===== src/rtl/rci_pkg.sv =====
package rci_pkg;
   // Register offsets (byte addresses over the bus)
   localparam logic [11:0] RCI_OFS_STACK_POINTER_AND_FLAGS = 12'hFFC;
   localparam logic [11:0] RCI_OFS_RESET_CAUSE_CONTROL = 12'hFD0;
   localparam logic [11:0] RCI_OFS_TOS = 12'hFF0;
   localparam logic [11:0] RCI_OFS_PC = 12'hFF4;
   localparam logic [11:0] RCI_OFS_HIGH_ANALOG_SELECT = 12'hFE0;
   localparam logic [11:0] RCI_OFS_KEEP = 12'hFE4;
   localparam logic [11:0] RCI_OFS_IRQ_STAT = 12'hFE8;
   localparam logic [11:0] RCI_OFS_IRQ_MASK = 12'hFEC;
   // Reset-cause register bit positions
   localparam int RCI_B_SOFTWARE_BROWNOUT_ENABLE = 6;
   localparam int RCI_B_RI = 4;
   localparam int RCI_B_TO = 3;
   localparam int RCI_B_PD = 2;
   localparam int RCI_B_POR = 1;
   localparam int RCI_B_BOR = 0;
   // Stack pointer register bit positions
   localparam int RCI_B_STACK_FULL_FLAG = 7;
   localparam int RCI_B_STACK_UNDERFLOW_FLAG = 6;
   localparam int RCI_SP_W = 5;
   // Vectors and widths
   localparam int RCI_PC_W = 21;
   localparam logic [20:0] RCI_PC_RESET = 21'h000000;
   localparam logic [20:0] RCI_VEC_HIGH = 21'h000008;
   localparam logic [20:0] RCI_VEC_LOW = 21'h000018;
   localparam logic [20:0] RCI_PC_STEP = 21'h000002;
   localparam logic [1:0] RCI_BORCFG_SW = 2'h1;
   localparam logic [7:0] RCI_HIGH_ANALOG_SELECT_RST = 8'h00;
   localparam logic [7:0] RCI_ZERO8 = 8'h00;
   localparam int RCI_EVT_N = 8;
   // Event types (one per reset or wake source)
   typedef enum logic [3:0] {
      RCI_EV_NONE, RCI_EV_POR, RCI_EV_RESET_INSN, RCI_EV_BOR,
      RCI_EV_EXTERNAL_CLEAR_PIN, RCI_EV_WDT, RCI_EV_STK_FULL, RCI_EV_STK_UNF,
      RCI_EV_IRQ_WAKE
   } rci_event_e;
   // Power modes of the core
   typedef enum logic [1:0] {
      RCI_PM_FULL, RCI_PM_RUN, RCI_PM_IDLE, RCI_PM_SLEEP
   } rci_pmode_e;
endpackage : rci_pkg


===== src/rtl/rci_reset_init.sv =====
// The implementer's own choice: the Avalon-MM register port.
`timescale 1ns/100ps
module rci_reset_init
(
   input wire logic i_clk,
   input wire logic i_rst,
   // Reset and wake sources, one-cycle pulses
   input wire logic i_por,
   input wire logic i_bor,
   input wire logic i_external_clear_pin,
   input wire logic i_wdt,
   input wire logic i_reset_insn,
   input wire logic i_stk_full,
   input wire logic i_stk_unf,
   input wire logic i_irq_wake,
   input wire logic i_irq_high,
   // Core state
   input wire rci_pkg::rci_pmode_e i_pmode,
   input wire logic [20:0] i_pc,
   input wire logic i_global_high_irq_enable,
   input wire logic i_global_low_irq_enable,
   input wire logic [1:0] i_brownout_config_field,
   input wire logic i_stack_error_reset_enable,
   input wire logic i_portb_analog_default,
   // Avalon-MM slave
   input wire logic [11:0] i_avs_address,
   input wire logic i_avs_read,
   input wire logic i_avs_write,
   input wire logic [31:0] i_avs_writedata,
   output logic [31:0] o_avs_readdata,
   output logic o_avs_waitrequest,
   // Results toward the core
   output logic [20:0] o_pc,
   output logic o_pc_load,
   output logic o_core_reset,
   output logic o_brownout_armed,
   output logic [7:0] o_high_analog_select,
   output logic o_irq
);
   import rci_pkg::*;

   ////////////////////////////////////////////////////////////////////////
   // Event priority decode. Only one event class acts per cycle; a
   // lower source pulsing together with a higher one is lost, which
   // matches a real reset swallowing whatever else was pending.
   rci_event_e ev;
   wire logic is_low_pm = (i_pmode == RCI_PM_IDLE) ||
                          (i_pmode == RCI_PM_SLEEP);
   wire logic is_run_pm = (i_pmode == RCI_PM_RUN);
   wire logic gie = i_global_high_irq_enable | i_global_low_irq_enable;
   wire logic sw_bor_mode = (i_brownout_config_field == RCI_BORCFG_SW);

   always_comb
   begin
      if (i_por)
         ev = RCI_EV_POR;
      else if (i_bor)
         ev = RCI_EV_BOR;
      else if (i_external_clear_pin)
         ev = RCI_EV_EXTERNAL_CLEAR_PIN;
      else if (i_wdt)
         ev = RCI_EV_WDT;
      else if (i_reset_insn)
         ev = RCI_EV_RESET_INSN;
      else if (i_stk_full)
         ev = RCI_EV_STK_FULL;
      else if (i_stk_unf)
         ev = RCI_EV_STK_UNF;
      else if (i_irq_wake)
         ev = RCI_EV_IRQ_WAKE;
      else
         ev = RCI_EV_NONE;
   end

   ////////////////////////////////////////////////////////////////////////
   // State registers
   logic ri_r, to_r, pd_r, por_r, bor_r, software_brownout_enable_r, ful_r, unf_r;
   logic ri_nxt, to_nxt, pd_nxt, por_nxt, bor_nxt, software_brownout_enable_nxt;
   logic ful_nxt, unf_nxt;
   logic [RCI_SP_W-1:0] sp_r, sp_nxt;
   logic [20:0] tos_r, tos_nxt, pc_r, pc_nxt;
   logic pc_load_r, pc_load_nxt, core_rst_r, core_rst_nxt;
   logic [7:0] ansel_r, ansel_nxt, keep_r, keep_nxt;
   logic [RCI_EVT_N-1:0] stat_r, stat_nxt, mask_r;
   logic keep_valid_r;

   ////////////////////////////////////////////////////////////////////////
   // Bus decode
   wire logic sel_reset_cause_control = (i_avs_address == RCI_OFS_RESET_CAUSE_CONTROL);
   wire logic sel_stk = (i_avs_address == RCI_OFS_STACK_POINTER_AND_FLAGS);
   wire logic sel_tos = (i_avs_address == RCI_OFS_TOS);
   wire logic sel_pc = (i_avs_address == RCI_OFS_PC);
   wire logic sel_ans = (i_avs_address == RCI_OFS_HIGH_ANALOG_SELECT);
   wire logic sel_keep = (i_avs_address == RCI_OFS_KEEP);
   wire logic sel_stat = (i_avs_address == RCI_OFS_IRQ_STAT);
   wire logic sel_mask = (i_avs_address == RCI_OFS_IRQ_MASK);
   wire logic wr = i_avs_write;
   wire logic [7:0] wd = i_avs_writedata[7:0];
   wire logic [7:0] reset_cause_control_rd = {1'b0, software_brownout_enable_r & sw_bor_mode, 1'b0, ri_r,
                               to_r, pd_r, por_r, bor_r};
   wire logic [7:0] stk_rd = {ful_r, unf_r, 1'b0, sp_r};
   wire logic [31:0] rd_mux =
      sel_reset_cause_control ? {24'h000000, reset_cause_control_rd} :
      sel_stk ? {24'h000000, stk_rd} :
      sel_tos ? {11'h000, tos_r} :
      sel_pc ? {11'h000, pc_r} :
      sel_ans ? {24'h000000, ansel_r} :
      sel_keep ? {24'h000000, keep_r} :
      sel_stat ? {24'h000000, stat_r} :
      sel_mask ? {24'h000000, mask_r} : 32'h00000000;

   // Writes take no wait state. A read waits one cycle, so the
   // registered read data already stand at the edge that ends the read
   // and the master takes them while waitrequest is low.
   // Unmapped reads return zero and unmapped writes are dropped.
   logic rd_wait_done_r;
   wire logic rd_wait_done_nxt = i_avs_read && !rd_wait_done_r;
   assign o_avs_waitrequest = i_avs_read && !rd_wait_done_r;

   ////////////////////////////////////////////////////////////////////////
   // Flag updates per event class
   always_comb
   begin
      // Software writes first, hardware events override them
      ri_nxt = (wr && sel_reset_cause_control) ? wd[RCI_B_RI] : ri_r;
      to_nxt = (wr && sel_reset_cause_control) ? wd[RCI_B_TO] : to_r;
      pd_nxt = (wr && sel_reset_cause_control) ? wd[RCI_B_PD] : pd_r;
      por_nxt = (wr && sel_reset_cause_control) ? wd[RCI_B_POR] : por_r;
      bor_nxt = (wr && sel_reset_cause_control) ? wd[RCI_B_BOR] : bor_r;
      software_brownout_enable_nxt = (wr && sel_reset_cause_control) ? wd[RCI_B_SOFTWARE_BROWNOUT_ENABLE] : software_brownout_enable_r;
      ful_nxt = (wr && sel_stk) ? wd[RCI_B_STACK_FULL_FLAG] : ful_r;
      unf_nxt = (wr && sel_stk) ? wd[RCI_B_STACK_UNDERFLOW_FLAG] : unf_r;
      sp_nxt = (wr && sel_stk) ? wd[RCI_SP_W-1:0] : sp_r;
      tos_nxt = (wr && sel_tos) ? i_avs_writedata[20:0] : tos_r;
      ansel_nxt = (wr && sel_ans) ? wd : ansel_r;
      keep_nxt = (wr && sel_keep) ? wd : keep_r;
      pc_nxt = pc_r;
      pc_load_nxt = 1'b0;
      core_rst_nxt = 1'b0;
      // Hardware-set reset state classes
      unique case (ev)
         RCI_EV_POR:
         begin
            pc_nxt = RCI_PC_RESET;
            software_brownout_enable_nxt = 1'b1;
            ri_nxt = 1'b1;
            to_nxt = 1'b1;
            pd_nxt = 1'b1;
            por_nxt = 1'b0;
            bor_nxt = 1'b0;
            ful_nxt = 1'b0;
            unf_nxt = 1'b0;
            sp_nxt = '0;
            tos_nxt = '0;
         end
         RCI_EV_BOR:
         begin
            pc_nxt = RCI_PC_RESET;
            ri_nxt = 1'b1;
            to_nxt = 1'b1;
            pd_nxt = 1'b1;
            bor_nxt = 1'b0;
            sp_nxt = '0;
            tos_nxt = '0;
         end
         RCI_EV_EXTERNAL_CLEAR_PIN:
         begin
            pc_nxt = RCI_PC_RESET;
            if (is_run_pm)
               to_nxt = 1'b1;
            if (is_low_pm)
            begin
               to_nxt = 1'b1;
               pd_nxt = 1'b0;
            end
            sp_nxt = '0;
            tos_nxt = '0;
         end
         RCI_EV_WDT:
         begin
            to_nxt = 1'b0;
            if (is_low_pm)
            begin
               pc_nxt = i_pc + RCI_PC_STEP;
               pd_nxt = 1'b0;
            end
            else
            begin
               pc_nxt = RCI_PC_RESET;
               sp_nxt = '0;
               tos_nxt = '0;
            end
         end
         RCI_EV_RESET_INSN:
         begin
            pc_nxt = RCI_PC_RESET;
            ri_nxt = 1'b0;
            sp_nxt = '0;
            tos_nxt = '0;
         end
         RCI_EV_STK_FULL:
         begin
            if (i_stack_error_reset_enable)
            begin
               pc_nxt = RCI_PC_RESET;
               ful_nxt = 1'b1;
               sp_nxt = '0;
               tos_nxt = '0;
            end
         end
         RCI_EV_STK_UNF:
         begin
            unf_nxt = 1'b1;
            if (i_stack_error_reset_enable)
            begin
               pc_nxt = RCI_PC_RESET;
               sp_nxt = '0;
               tos_nxt = '0;
            end
         end
         RCI_EV_IRQ_WAKE:
         begin
            pd_nxt = 1'b0;
            if (gie)
            begin
               pc_nxt = i_irq_high ? RCI_VEC_HIGH : RCI_VEC_LOW;
               tos_nxt = i_pc;
               sp_nxt = sp_r + 1'b1;
            end
            else
               pc_nxt = i_pc + RCI_PC_STEP;
         end
         RCI_EV_NONE:
         begin
         end
      endcase
      // Software brown-out enable kept only in software mode
      if (ev != RCI_EV_POR && ev != RCI_EV_NONE && ev != RCI_EV_IRQ_WAKE
          && !(ev == RCI_EV_WDT && is_low_pm))
         software_brownout_enable_nxt = sw_bor_mode & software_brownout_enable_r;
      // Analog select cleared on every reset class unless i_portb_analog_default is set
      if (ev != RCI_EV_NONE && ev != RCI_EV_IRQ_WAKE
          && !(ev == RCI_EV_WDT && is_low_pm) && !i_portb_analog_default
          && !(ev == RCI_EV_STK_FULL && !i_stack_error_reset_enable)
          && !(ev == RCI_EV_STK_UNF && !i_stack_error_reset_enable))
         ansel_nxt = RCI_HIGH_ANALOG_SELECT_RST;
      if (ev != RCI_EV_NONE && pc_nxt != pc_r)
         pc_load_nxt = 1'b1;
      if (ev != RCI_EV_NONE)
         pc_load_nxt = 1'b1;
      if (ev == RCI_EV_STK_FULL && !i_stack_error_reset_enable)
         pc_load_nxt = 1'b0;
      if (ev == RCI_EV_STK_UNF && !i_stack_error_reset_enable)
         pc_load_nxt = 1'b0;
      // Core held in reset for one cycle on true resets only
      core_rst_nxt = pc_load_nxt && (ev != RCI_EV_IRQ_WAKE) &&
                     !(ev == RCI_EV_WDT && is_low_pm);
   end

   ////////////////////////////////////////////////////////////////////////
   // Event status bits: set wins over write-one-to-clear
   wire logic [RCI_EVT_N-1:0] ev_hit = {
      ev == RCI_EV_IRQ_WAKE, ev == RCI_EV_STK_UNF, ev == RCI_EV_STK_FULL,
      ev == RCI_EV_RESET_INSN, ev == RCI_EV_WDT, ev == RCI_EV_EXTERNAL_CLEAR_PIN,
      ev == RCI_EV_BOR, ev == RCI_EV_POR};
   wire logic [RCI_EVT_N-1:0] stat_clr =
      (wr && sel_stat) ? wd[RCI_EVT_N-1:0] : '0;
   assign stat_nxt = (stat_r & ~stat_clr) | ev_hit;

   // Flags and control registers
   always_ff @(posedge i_clk or posedge i_rst)
   begin
      if (i_rst)
      begin
         {ri_r, to_r, pd_r, software_brownout_enable_r} <= 4'hF;
         {por_r, bor_r, ful_r, unf_r} <= 4'h0;
         sp_r <= '0;
         tos_r <= '0;
         pc_r <= RCI_PC_RESET;
         pc_load_r <= 1'b0;
         core_rst_r <= 1'b0;
         ansel_r <= RCI_HIGH_ANALOG_SELECT_RST;
         stat_r <= '0;
         mask_r <= '0;
      end
      else
      begin
         {ri_r, to_r, pd_r, software_brownout_enable_r} <= {ri_nxt, to_nxt, pd_nxt,
                                          software_brownout_enable_nxt};
         {por_r, bor_r, ful_r, unf_r} <= {por_nxt, bor_nxt, ful_nxt,
                                          unf_nxt};
         sp_r <= sp_nxt;
         tos_r <= tos_nxt;
         pc_r <= pc_nxt;
         pc_load_r <= pc_load_nxt;
         core_rst_r <= core_rst_nxt;
         ansel_r <= ansel_nxt;
         stat_r <= stat_nxt;
         if (wr && sel_mask)
            mask_r <= wd;
      end
   end

   // Reset-insensitive register: no async reset, survives all resets.
   // Its contents are meaningless after power-on; the validity bit
   // below masks them on reads until software writes it again.
   always_ff @(posedge i_clk)
   begin
      keep_r <= keep_nxt;
   end

   // Validity of the insensitive register: lost on i_rst and on a power-on event
   always_ff @(posedge i_clk or posedge i_rst)
   begin
      if (i_rst)
         keep_valid_r <= 1'b0;
      else if (ev == RCI_EV_POR)
         keep_valid_r <= 1'b0;
      else if (wr && sel_keep)
         keep_valid_r <= 1'b1;
   end

   // Wait-state tracker: high during the second cycle of each read.
   // Back-to-back reads work because it drops again as each read ends.
   always_ff @(posedge i_clk or posedge i_rst)
   begin
      if (i_rst)
         rd_wait_done_r <= 1'b0;
      else
         rd_wait_done_r <= rd_wait_done_nxt;
   end

   // Read data register: captured in the first cycle of a read and held
   // through the wait state, so it stands when the read completes.
   // A hardware event in the capture cycle shows in the next read.
   always_ff @(posedge i_clk or posedge i_rst)
   begin
      if (i_rst)
         o_avs_readdata <= 32'h00000000;
      else if (i_avs_read && !rd_wait_done_r)
         o_avs_readdata <= sel_keep && !keep_valid_r ? 32'h00000000 :
                           rd_mux;
   end

   ////////////////////////////////////////////////////////////////////////
   // Outputs
   assign o_pc = pc_r;
   assign o_pc_load = pc_load_r;
   assign o_core_reset = core_rst_r;
   assign o_brownout_armed = sw_bor_mode ? software_brownout_enable_r :
                             (i_brownout_config_field != 2'h0);
   assign o_high_analog_select = ansel_r;
   assign o_irq = |(stat_r & mask_r);
endmodule : rci_reset_init


===== config.mk =====
export PLATFORM = sky130hd
export DESIGN_NAME = rci_reset_init
export DESIGN_NICKNAME = d
export VERILOG_FILES = /design/src/rtl/rci_pkg.sv /design/src/rtl/rci_reset_init.sv
export SDC_FILE = /design/constraint.sdc
export NUM_CORES = 1
export LEC_CHECK = 0
export BUFFER_PORTS_ARGS = -buffer_cell sky130_fd_sc_hd__buf_2
export CAP_MARGIN = 5
export CORE_MARGIN = 2
export CORE_UTILIZATION = 40
export DETAILED_ROUTE_END_ITERATION = 10
export GPL_ROUTABILITY_DRIVEN = 0
export PLACE_DENSITY = 0.68
export SLEW_MARGIN = 15
export SYNTH_ARGS = -nofsm -noshare
export SYNTH_HDL_FRONTEND = slang
export SYNTH_SLANG_ARGS = --single-unit

===== constraint.sdc =====
create_clock -name i_clk -period 4.5 [get_ports i_clk]
set_input_delay 0.9 -clock i_clk [delete_from_list [all_inputs] [get_ports i_clk]]
set_output_delay 0.9 -clock i_clk [all_outputs]
set_load 0.1 [all_outputs]

==> metrics, run 1 <==
Post-CTS Resized 0; Fmax 328 MHz; Skew-Pair Late Insertion Delay between 0.3 and 0.4 ns; Async SR Flop Fraction 92.9%; Seq/Total Area, Yosys 48.2%; TritonRoute pass-1 iters 6; post-synthesis simple-gate area fraction 17.5%; Setup TNS Final 0 ns; IO Count 152; hold endpoint o_avs_readdata[18]$_DFFE_PP0P_; Post-CTS Hold Buffers 0; first-pass GRT wire length about 28000 um; Avg Inst Size Synth 9.79 um2; Reg-to-Reg End o_avs_readdata[2]$_DFFE_PP0P_; vias in the first global route 5000; relative slew slack 36.3%; CTS Sinks about 110; Initial Utilization 40.8%; hold crit path type flip-flop to flip-flop; Worst VDD drop 0.183 mV; placed cells between 800 and 900; # port buffers 129; Req. time, crit path 4.70 ns; core area 0.0145 mm2; clk buf depth 2; wire per inst 19.5 um; post-CTS setup buffer count 0; Cell variety after synth 65; Final Setup Violations 0; Setup crit start kind input port; largest net degree at the start of global routing 74; ANT nets after route 0; WP data arrival 3.25 ns; grt ovf 0; Slew @ Worst Pin 0.948 ns; number of synthesized flops with an enable pin 8; initial antenna violation count 0; maxcap violations 0; max-slew violations 0; HPWL Detailed ~13000 um; status completed; multiplexer share of the synthesized area under 10%; Seq cells post-synth 112; reg2reg start o_high_analog_select[2]$_DFFE_PP0P_; Syn Std Cell Area 0.00591 mm2; CTS tree built; Die Area around 0.016 mm2; PwrDens roughly 310 mW/mm2; chip width 126 um; prevailing post-synth register cell dfrtp_1; combinational family with the most area after synthesis compound AO/OA/AOI/OAI gates; vias per cell 5.72; die height 126 um; Synth Area in Adders 0.423%; CP Class input port to flip-flop; Synth Area in XOR/XNOR under 10%; clk_skew approximately 0.0067 ns; flop2flop setup slack 2.42 ns; largest fanout on the critical path 25; Post-Syn Instances 604; total global-route track usage 22.5%; layout cells sized above 1 24.6%; Reg clk slew, reported paths 0.07 ns; area grow syn2layout 17.9%; FF-to-FF path depth 5; HP Start o_avs_readdata[18]$_DFFE_PP0P_; Net count, final 807; CTS buffer count 9; drt first-iter violations 509; ANT cells 0; Critical Path End Type flip-flop; Hold Path Cell Cnt 2; Design Power between 0.002 and 0.0025 W; root buf cell clkbuf_16; post-synthesis compound-gate area fraction 18.2%; vias 5191; Final min period 3.05 ns; WL final 17700 um; Final Hold Vio Count 0; H-tree levels 3; DRC Markers 0; RSZ-0062 raised after global routing false; num rows 44; non-filler instance count after layout 908; total leakage power 3.29 nW; Ys Warns 0; Tcrit/Tclk final 67.7%
-- final cells by class --
class                   count  area (um2)
well taps                 184         230
clock buffers               9         225
fillers                  1362        7510
inverters                  11        43.8
clock inverters             7        86.3
multi-input cells         448        2830
repair buffers            137         706
flip-flops and latches    112        2850
-- per-layer routing --
layer	global-route usage (%)	part of all wire (%)	up-vias
met2	34.0	46	242
met5	0	0	-
met4	8.50	2.5	0
met1	31.4	44	2503
li1	-	-	2411
met3	5.43	7.8	35
-- metrics by stage --
step           worst slack, ns  hold slack [ns]  utilization, %  cell area, um2
5_1_grt                   1.30            0.516            48.1            6970
3_5_place_dp              1.08            0.468            46.0            6660
3_3_place_gp              1.13            0.461            46.0            6660
4_1_cts                   1.45            0.485            48.1            6970
6_report                  1.45            0.479            48.1            6970
2_1_floorplan            0.874            0.465               -            5950
-- critical path, stage by stage --
cell	delay, ns
buf_2	0.27
or4_4	0.70
nor4_4	0.23
buf_4	0.29
nand2_2	0.45
mux2i_1	0.30
o22ai_1	0.09
-- placed cells by master (no fill, tap or decap), drive strengths merged, types with 7 or more instances in the layout --
cell type / instances
a22oi: 20
mux2: 8
nor2b: 11
nor4: 11
nand3: 16
xor2: 13
and3: 7
nor2: 23
o22ai: 14
buf: 137
mux2i: 31
nor3: 12
inv: 11
edfxtp: 8
a21oi: 18
conb: 11
dfrtp: 100
nand2b: 7
a22o: 8
nand2: 99
clkbuf: 9
o21ai: 59
-- power breakdown --
part	switching, W	internal [W]
clock	0.000365	0.000483
sequential	0.0000127	0.00103
combinational	0.000189	0.0000642
-- synth_stat cells, types with 6 or more instances --
cell type | number | area (um2)
o22ai_1 | 14 | 87.6
mux2_2 | 8 | 90.1
nor4_1 | 9 | 56.3
nor2_1 | 22 | 82.6
nand2_1 | 98 | 368
xor2_1 | 13 | 114
mux2i_1 | 31 | 310
nand2b_1 | 7 | 43.8
a21oi_1 | 18 | 90.1
buf_4 | 12 | 90.1
dfrtp_1 | 100 | 2500
o21ai_0 | 56 | 280
a22o_1 | 8 | 70.1
a211oi_1 | 6 | 45.0
nand3_1 | 16 | 80.1
buf_2 | 8 | 40.0
clkbuf_1 | 20 | 75.1
edfxtp_1 | 8 | 240
inv_1 | 11 | 41.3
nor3_1 | 12 | 60.1
a22oi_1 | 20 | 150
and3_1 | 7 | 43.8
nor2b_1 | 11 | 68.8
-- logic make-up after synthesis --
group,Yosys count
and+or+nand+nor,209
AOI/OAI and AO/OA,165
DFF,112
buffers and inverters,54
muxes,43
xor gates and xnor gates,18
adders and majority gates,2
other,1
-- worst max path at each step --
| stage | endpoint | cells past startpoint | slack [ns] | start |
|---|---|---|---|---|
| after detailed placement | tos_r[16]$_DFF_PP0_ | 7 | 1.08 | i_avs_address[3] |
| final | tos_r[12]$_DFF_PP0_ | 7 | 1.45 | i_avs_address[3] |
| after CTS | tos_r[16]$_DFF_PP0_ | 7 | 1.45 | i_avs_address[3] |
| after floorplan | async pin | 1 | 0.87 | i_rst |
| after global placement | tos_r[12]$_DFF_PP0_ | 7 | 1.13 | i_avs_address[3] |
| after global routing | tos_r[11]$_DFF_PP0_ | 7 | 1.30 | i_avs_address[3] |
(Power assumes the default switching activity.)
==> inputs of run 2 (changes only) <==
--- a/config.mk
+++ b/config.mk
@@ -11,7 +11,7 @@
 export CORE_UTILIZATION = 40
 export DETAILED_ROUTE_END_ITERATION = 10
 export GPL_ROUTABILITY_DRIVEN = 0
-export PLACE_DENSITY = 0.68
+export PLACE_DENSITY = 0.71
 export SLEW_MARGIN = 15
 export SYNTH_ARGS = -nofsm -noshare
 export SYNTH_HDL_FRONTEND = slang
==> constraint.sdc (replaced) <==
create_clock -name i_clk -period 2.8 [get_ports i_clk]
set_input_delay 0.56 -clock i_clk [delete_from_list [all_inputs] [get_ports i_clk]]
set_output_delay 0.56 -clock i_clk [all_outputs]
set_load 0.1 [all_outputs]
==> run 2 against run 1 <==
Wire length is 0.88% higher. Critical path type unchanged. Non-clock buffer count is 11 higher. Via count is 0.94% higher. Largest power group unchanged. Total power is 64% higher. Sequential cell count stayed put. Highest routed layer unchanged.
==> metrics, run 2 (synthesis gave the netlist of run 1 again) <==
status completed; placed instance area 0.00678 mm2; core area 0.0145 mm2; Reg clk slew, reported paths ~0.08 ns; first-pass GRT wire length 28200 um; ANT cells 0; reg2reg start o_high_analog_select[2]$_DFFE_PP0P_; commonest cells after routing, fill and taps aside buf_2, dfrtp_1, nand2_1; Final Setup Violations 0; die height ~130 um; total leakage power 3.36 nW; Tcrit/Tclk final between 70 and 80%; FF-to-FF path depth 5; H-tree levels 3; Setup crit start kind input port; Critical Path End Type flip-flop; hold crit path type input port to async pin; clk_skew 0.00969 ns; Slew @ Worst Pin around 0.97 ns; wire per inst just under 20 um; met3 Use GR 5.01%; WP data arrival 2.45 ns; CTS Sinks 112; DRC Markers 0; met2 usage 35.6%; layout cells sized above 1 25.9%; TritonRoute pass-1 iters 5; WL final 17900 um; Initial Utilization 40.8%; relative slew slack 34.8%; chip width 126 um; vias in the first global route between 5000 and 6000; grt ovf 0; GR Util met1 31.7%; initial antenna violation count 0; Req. time, crit path ~3 ns; Setup TNS Final 0 ns; fin util 49.2%; IO Count 152; # port buffers 129; area grow syn2layout 20.4%; maxcap violations 0; most common cell after layout, fill and taps aside buf_2; Worst VDD drop about 0.28 mV; num rows 44; max-slew violations 0; drt first-iter violations 408; total global-route track usage between 20 and 25%; GRT busiest layer met2; Post-CTS Resized 0; Final min period 2.16 ns; ANT nets after route 0; Min Hold Slack 0.249 ns; CP Class input port to flip-flop; vias between 5000 and 6000; RSZ-0062 raised after global routing false; Final Hold Vio Count 0; Crit. Startpoint i_avs_address[5]; HPWL Detailed 12700 um; Die Area 0.0158 mm2; clk buf depth 2; Post-CTS Hold Buffers 0; Skew-Pair Late Insertion Delay around 0.35 ns; Net count, final 818; PwrDens 494 mW/mm2; vias per cell between 5 and 6; Design Power about 0.0035 W; largest fanout on the critical path 10; post-CTS setup buffer count 0; largest net degree at the start of global routing 83; Fmax 463 MHz; CTS tree built; Design Area, Final around 0.0071 mm2; CTS buffer count 9; root buf cell clkbuf_16
[run 2: cell types whose count changed in the layout (fill, tap and decap cells not counted), sizes merged]
cell and change:
clkinv -3, buf +11, clkbuf +4, bufinv -1
[run 2: where the power goes]
group	switching [W]	leakage, nW	internal (W)	total, W
logic	0.000309	1.73	0.000114	0.000423
registers	0.0000201	1.47	0.00165	0.00167
clock network	0.000595	0.167	0.000825	0.00142
[run 2: critical path, stage by stage]
cell and delay [ns]:
buf_2 0.22, or3b_1 0.48, or3_1 0.52, a2bb2oi_1 0.21, a211oi_1 0.31, a211o_1 0.15
[run 2: final timing paths]
kind | slack (ns) | endpoint
setup / recovery | 0.64 | o_avs_readdata[2]$_DFFE_PP0P_
hold / removal | 0.25 | o_avs_readdata[9]$_DFFE_PP0P_
setup reg to reg | 0.77 | o_avs_readdata[2]$_DFFE_PP0P_
hold reg to reg | 0.48 | o_avs_readdata[20]$_DFFE_PP0P_
max in group asynchronous | 1.71 | ri_r$_DFFE_PP1P_
min in group i_clk | 0.45 | tos_r[0]$_DFF_PP0_
[run 2: metrics by stage]
step / setup WS (ns) / std cells
after floorplan: 0.474 / 614
after global placement: 0.320 / 903
after detailed placement: 0.309 / 903
after CTS: 0.670 / 919
after global routing: 0.556 / 919
final: 0.639 / 919
[run 2: area by class of cell]
cell class	count	area (um2)
Fill cell	1351	7360
Sequential cell	112	2850
Multi-Input combinational cell	448	2830
Timing Repair Buffer	148	828
Clock buffer	13	292
Tap cell	184	230
Inverter	11	45.0
Clock inverter	3	43.8
[run 2: metal layers]
| layer | routed length, um | vias up | part of all wire, % |
|---|---|---|---|
| li1 | - | 2432 | - |
| met1 | 7500 | 2549 | 42 |
| met2 | 8460 | 233 | 47 |
| met3 | 1490 | 26 | 8.3 |
| met4 | 400 | 0 | 2.2 |
| met5 | 0 | - | 0 |
==> inputs of run 3 (changes only) <==
==> constraint.sdc (replaced) <==
create_clock -name i_clk -period 1.95 [get_ports i_clk]
set_input_delay 0.39 -clock i_clk [delete_from_list [all_inputs] [get_ports i_clk]]
set_output_delay 0.39 -clock i_clk [all_outputs]
set_load 0.1 [all_outputs]
==> run 3 against run 2 <==
Wire length grew 0.56%. Final area up 5.9%. Critical endpoint is now o_avs_readdata[3]$_DFFE_PP0P_. Combinational power rose by 54%. Highest routed layer unchanged. Via count up 1.9%. Critical path type unchanged.
==> metrics, run 3 (synthesis gave the netlist of run 1 again) <==
TritonRoute pass-1 iters 4; Sw Ratio 26.7%; clk buf depth 2; Setup crit start kind input port; most common cell after layout, fill and taps aside buf_2; relative slew slack between 30 and 40%; Post-CTS Resized 0; Logic pwr share a little over an eighth; Reg clk slew, reported paths around 0.07 ns; Crit. Startpoint i_avs_address[0]; # port buffers between 100 and 150; wire per inst around 19 um; Die Area roughly 0.016 mm2; core area 0.0145 mm2; reg2reg start o_high_analog_select[0]$_DFFE_PP0P_; Design Area, Final 0.00754 mm2; ANT nets after route 0; Fmax around 530 MHz; largest net degree at the start of global routing between 100 and 150; vias in the first global route about 5200; Worst VDD drop 0.378 mV; first-pass GRT wire length 28300 um; CTS tree built; Post-CTS Hold Buffers 0; clk_skew 0.00732 ns; hold crit path type input port to async pin; Net count, final 861; WP data arrival 2.16 ns; IO Count 152; die height 126 um; Req. time, crit path 2.22 ns; Internal 0.00361 W; largest fanout on the critical path 8; Initial Utilization 40.8%; CP Class input port to flip-flop; Final Setup Violations 0; Switch Pwr 0.00132 W; chip width 126 um; max-slew violations 0; Clk pwr share 37.9%; Critical Path End Type flip-flop; status completed; drt first-iter violations 549; CTS Sinks 112; non-filler instance count after layout 963; RSZ-0062 raised after global routing false; num rows 44; placed instance area a little over 0.007 mm2; total global-route track usage roughly 23%; DRC Markers 0; vias per cell 5.54; WL final 18000 um; root buf cell clkbuf_16; maxcap violations 0; initial antenna violation count 0; layout cells sized above 1 31.1%; Final min period around 1.9 ns; CTS buffer count 9; Final Hold Vio Count 0; placed cells around 950; grt ovf 0; HPWL Detailed 13400 um; post-CTS setup buffer count 0; vias around 5300; sequential power share 48.9%; area grow syn2layout 27.5%; H-tree levels 3; total leakage power 3.57 nW; Tcrit/Tclk final 96.5%; commonest cells after routing, fill and taps aside buf_2, nand2_1, dfrtp_1; PwrDens approximately 650 mW/mm2; Slew @ Worst Pin 0.932 ns; Skew-Pair Late Insertion Delay 0.35 ns
[run 3: per-stage QoR]
stage	utilization [%]	TNS [ns]	setup slack, ns	total power (W)	hold slack, ns
floorplan	-	-3.70	-0.151	0.00283	0.463
global placement	49.8	-8.30	-0.233	0.00309	0.462
detailed placement	49.8	-9.86	-0.259	0.00309	0.465
CTS	51.9	0	0.0461	0.00495	0.223
global route	52.0	0	0.00370	0.00512	0.265
finish	52.1	0	0.0692	0.00493	0.185
[run 3: worst max-delay path: stages]
cell       delay, ns
buf_2           0.13
buf_4           0.15
or3b_4          0.41
or3_1           0.48
a211o_1         0.32
o2bb2ai_1       0.13
o211ai_1        0.16
[run 3: layer usage]
metal / vias up / part of all wire (%) / global-route usage, %
met5: - / 0 / 0
met4: 0 / 3.4 / 10.1
met3: 40 / 5.9 / 3.29
met2: 183 / 45 / 34.8
met1: 2593 / 46 / 33.0
li1: 2522 / - / -
[run 3: cell type report]
| class | count | area [um2] |
|---|---|---|
| diodes | 1 | 2.50 |
| clock buffers | 12 | 246 |
| clock inverters | 4 | 53.8 |
| fillers | 1357 | 6940 |
| inverters | 11 | 45.0 |
| multi-input cells | 448 | 2870 |
| flip-flops and latches | 112 | 2850 |
| well taps | 184 | 230 |
| repair buffers | 191 | 1240 |
[run 3: final timing paths]
| path | to | slack (ns) | cells after the start |
|---|---|---|---|
| max | o_avs_readdata[3]$_DFFE_PP0P_ | 0.07 | 7 |
| min | async pin | 0.18 | 3 |
| max reg2reg | o_avs_readdata[0]$_DFFE_PP0P_ | 0.10 | 5 |
| min reg2reg | o_avs_readdata[19]$_DFFE_PP0P_ | 0.48 | 2 |
| max in group asynchronous | o_high_analog_select[2]$_DFFE_PP0P_ | 1.28 | 3 |
| min in group i_clk | flip-flop | 0.27 | 2 |
[run 3: power by group through the flow]
stage	registers, W	clock network, W	logic (W)
final	0.00241	0.00187	0.000650
after global routing	0.00241	0.00201	0.000695
after CTS	0.00240	0.00190	0.000644
after detailed placement	0.00245	0	0.000642
after global placement	0.00245	0	0.000639
after floorplan	0.00248	0	0.000353
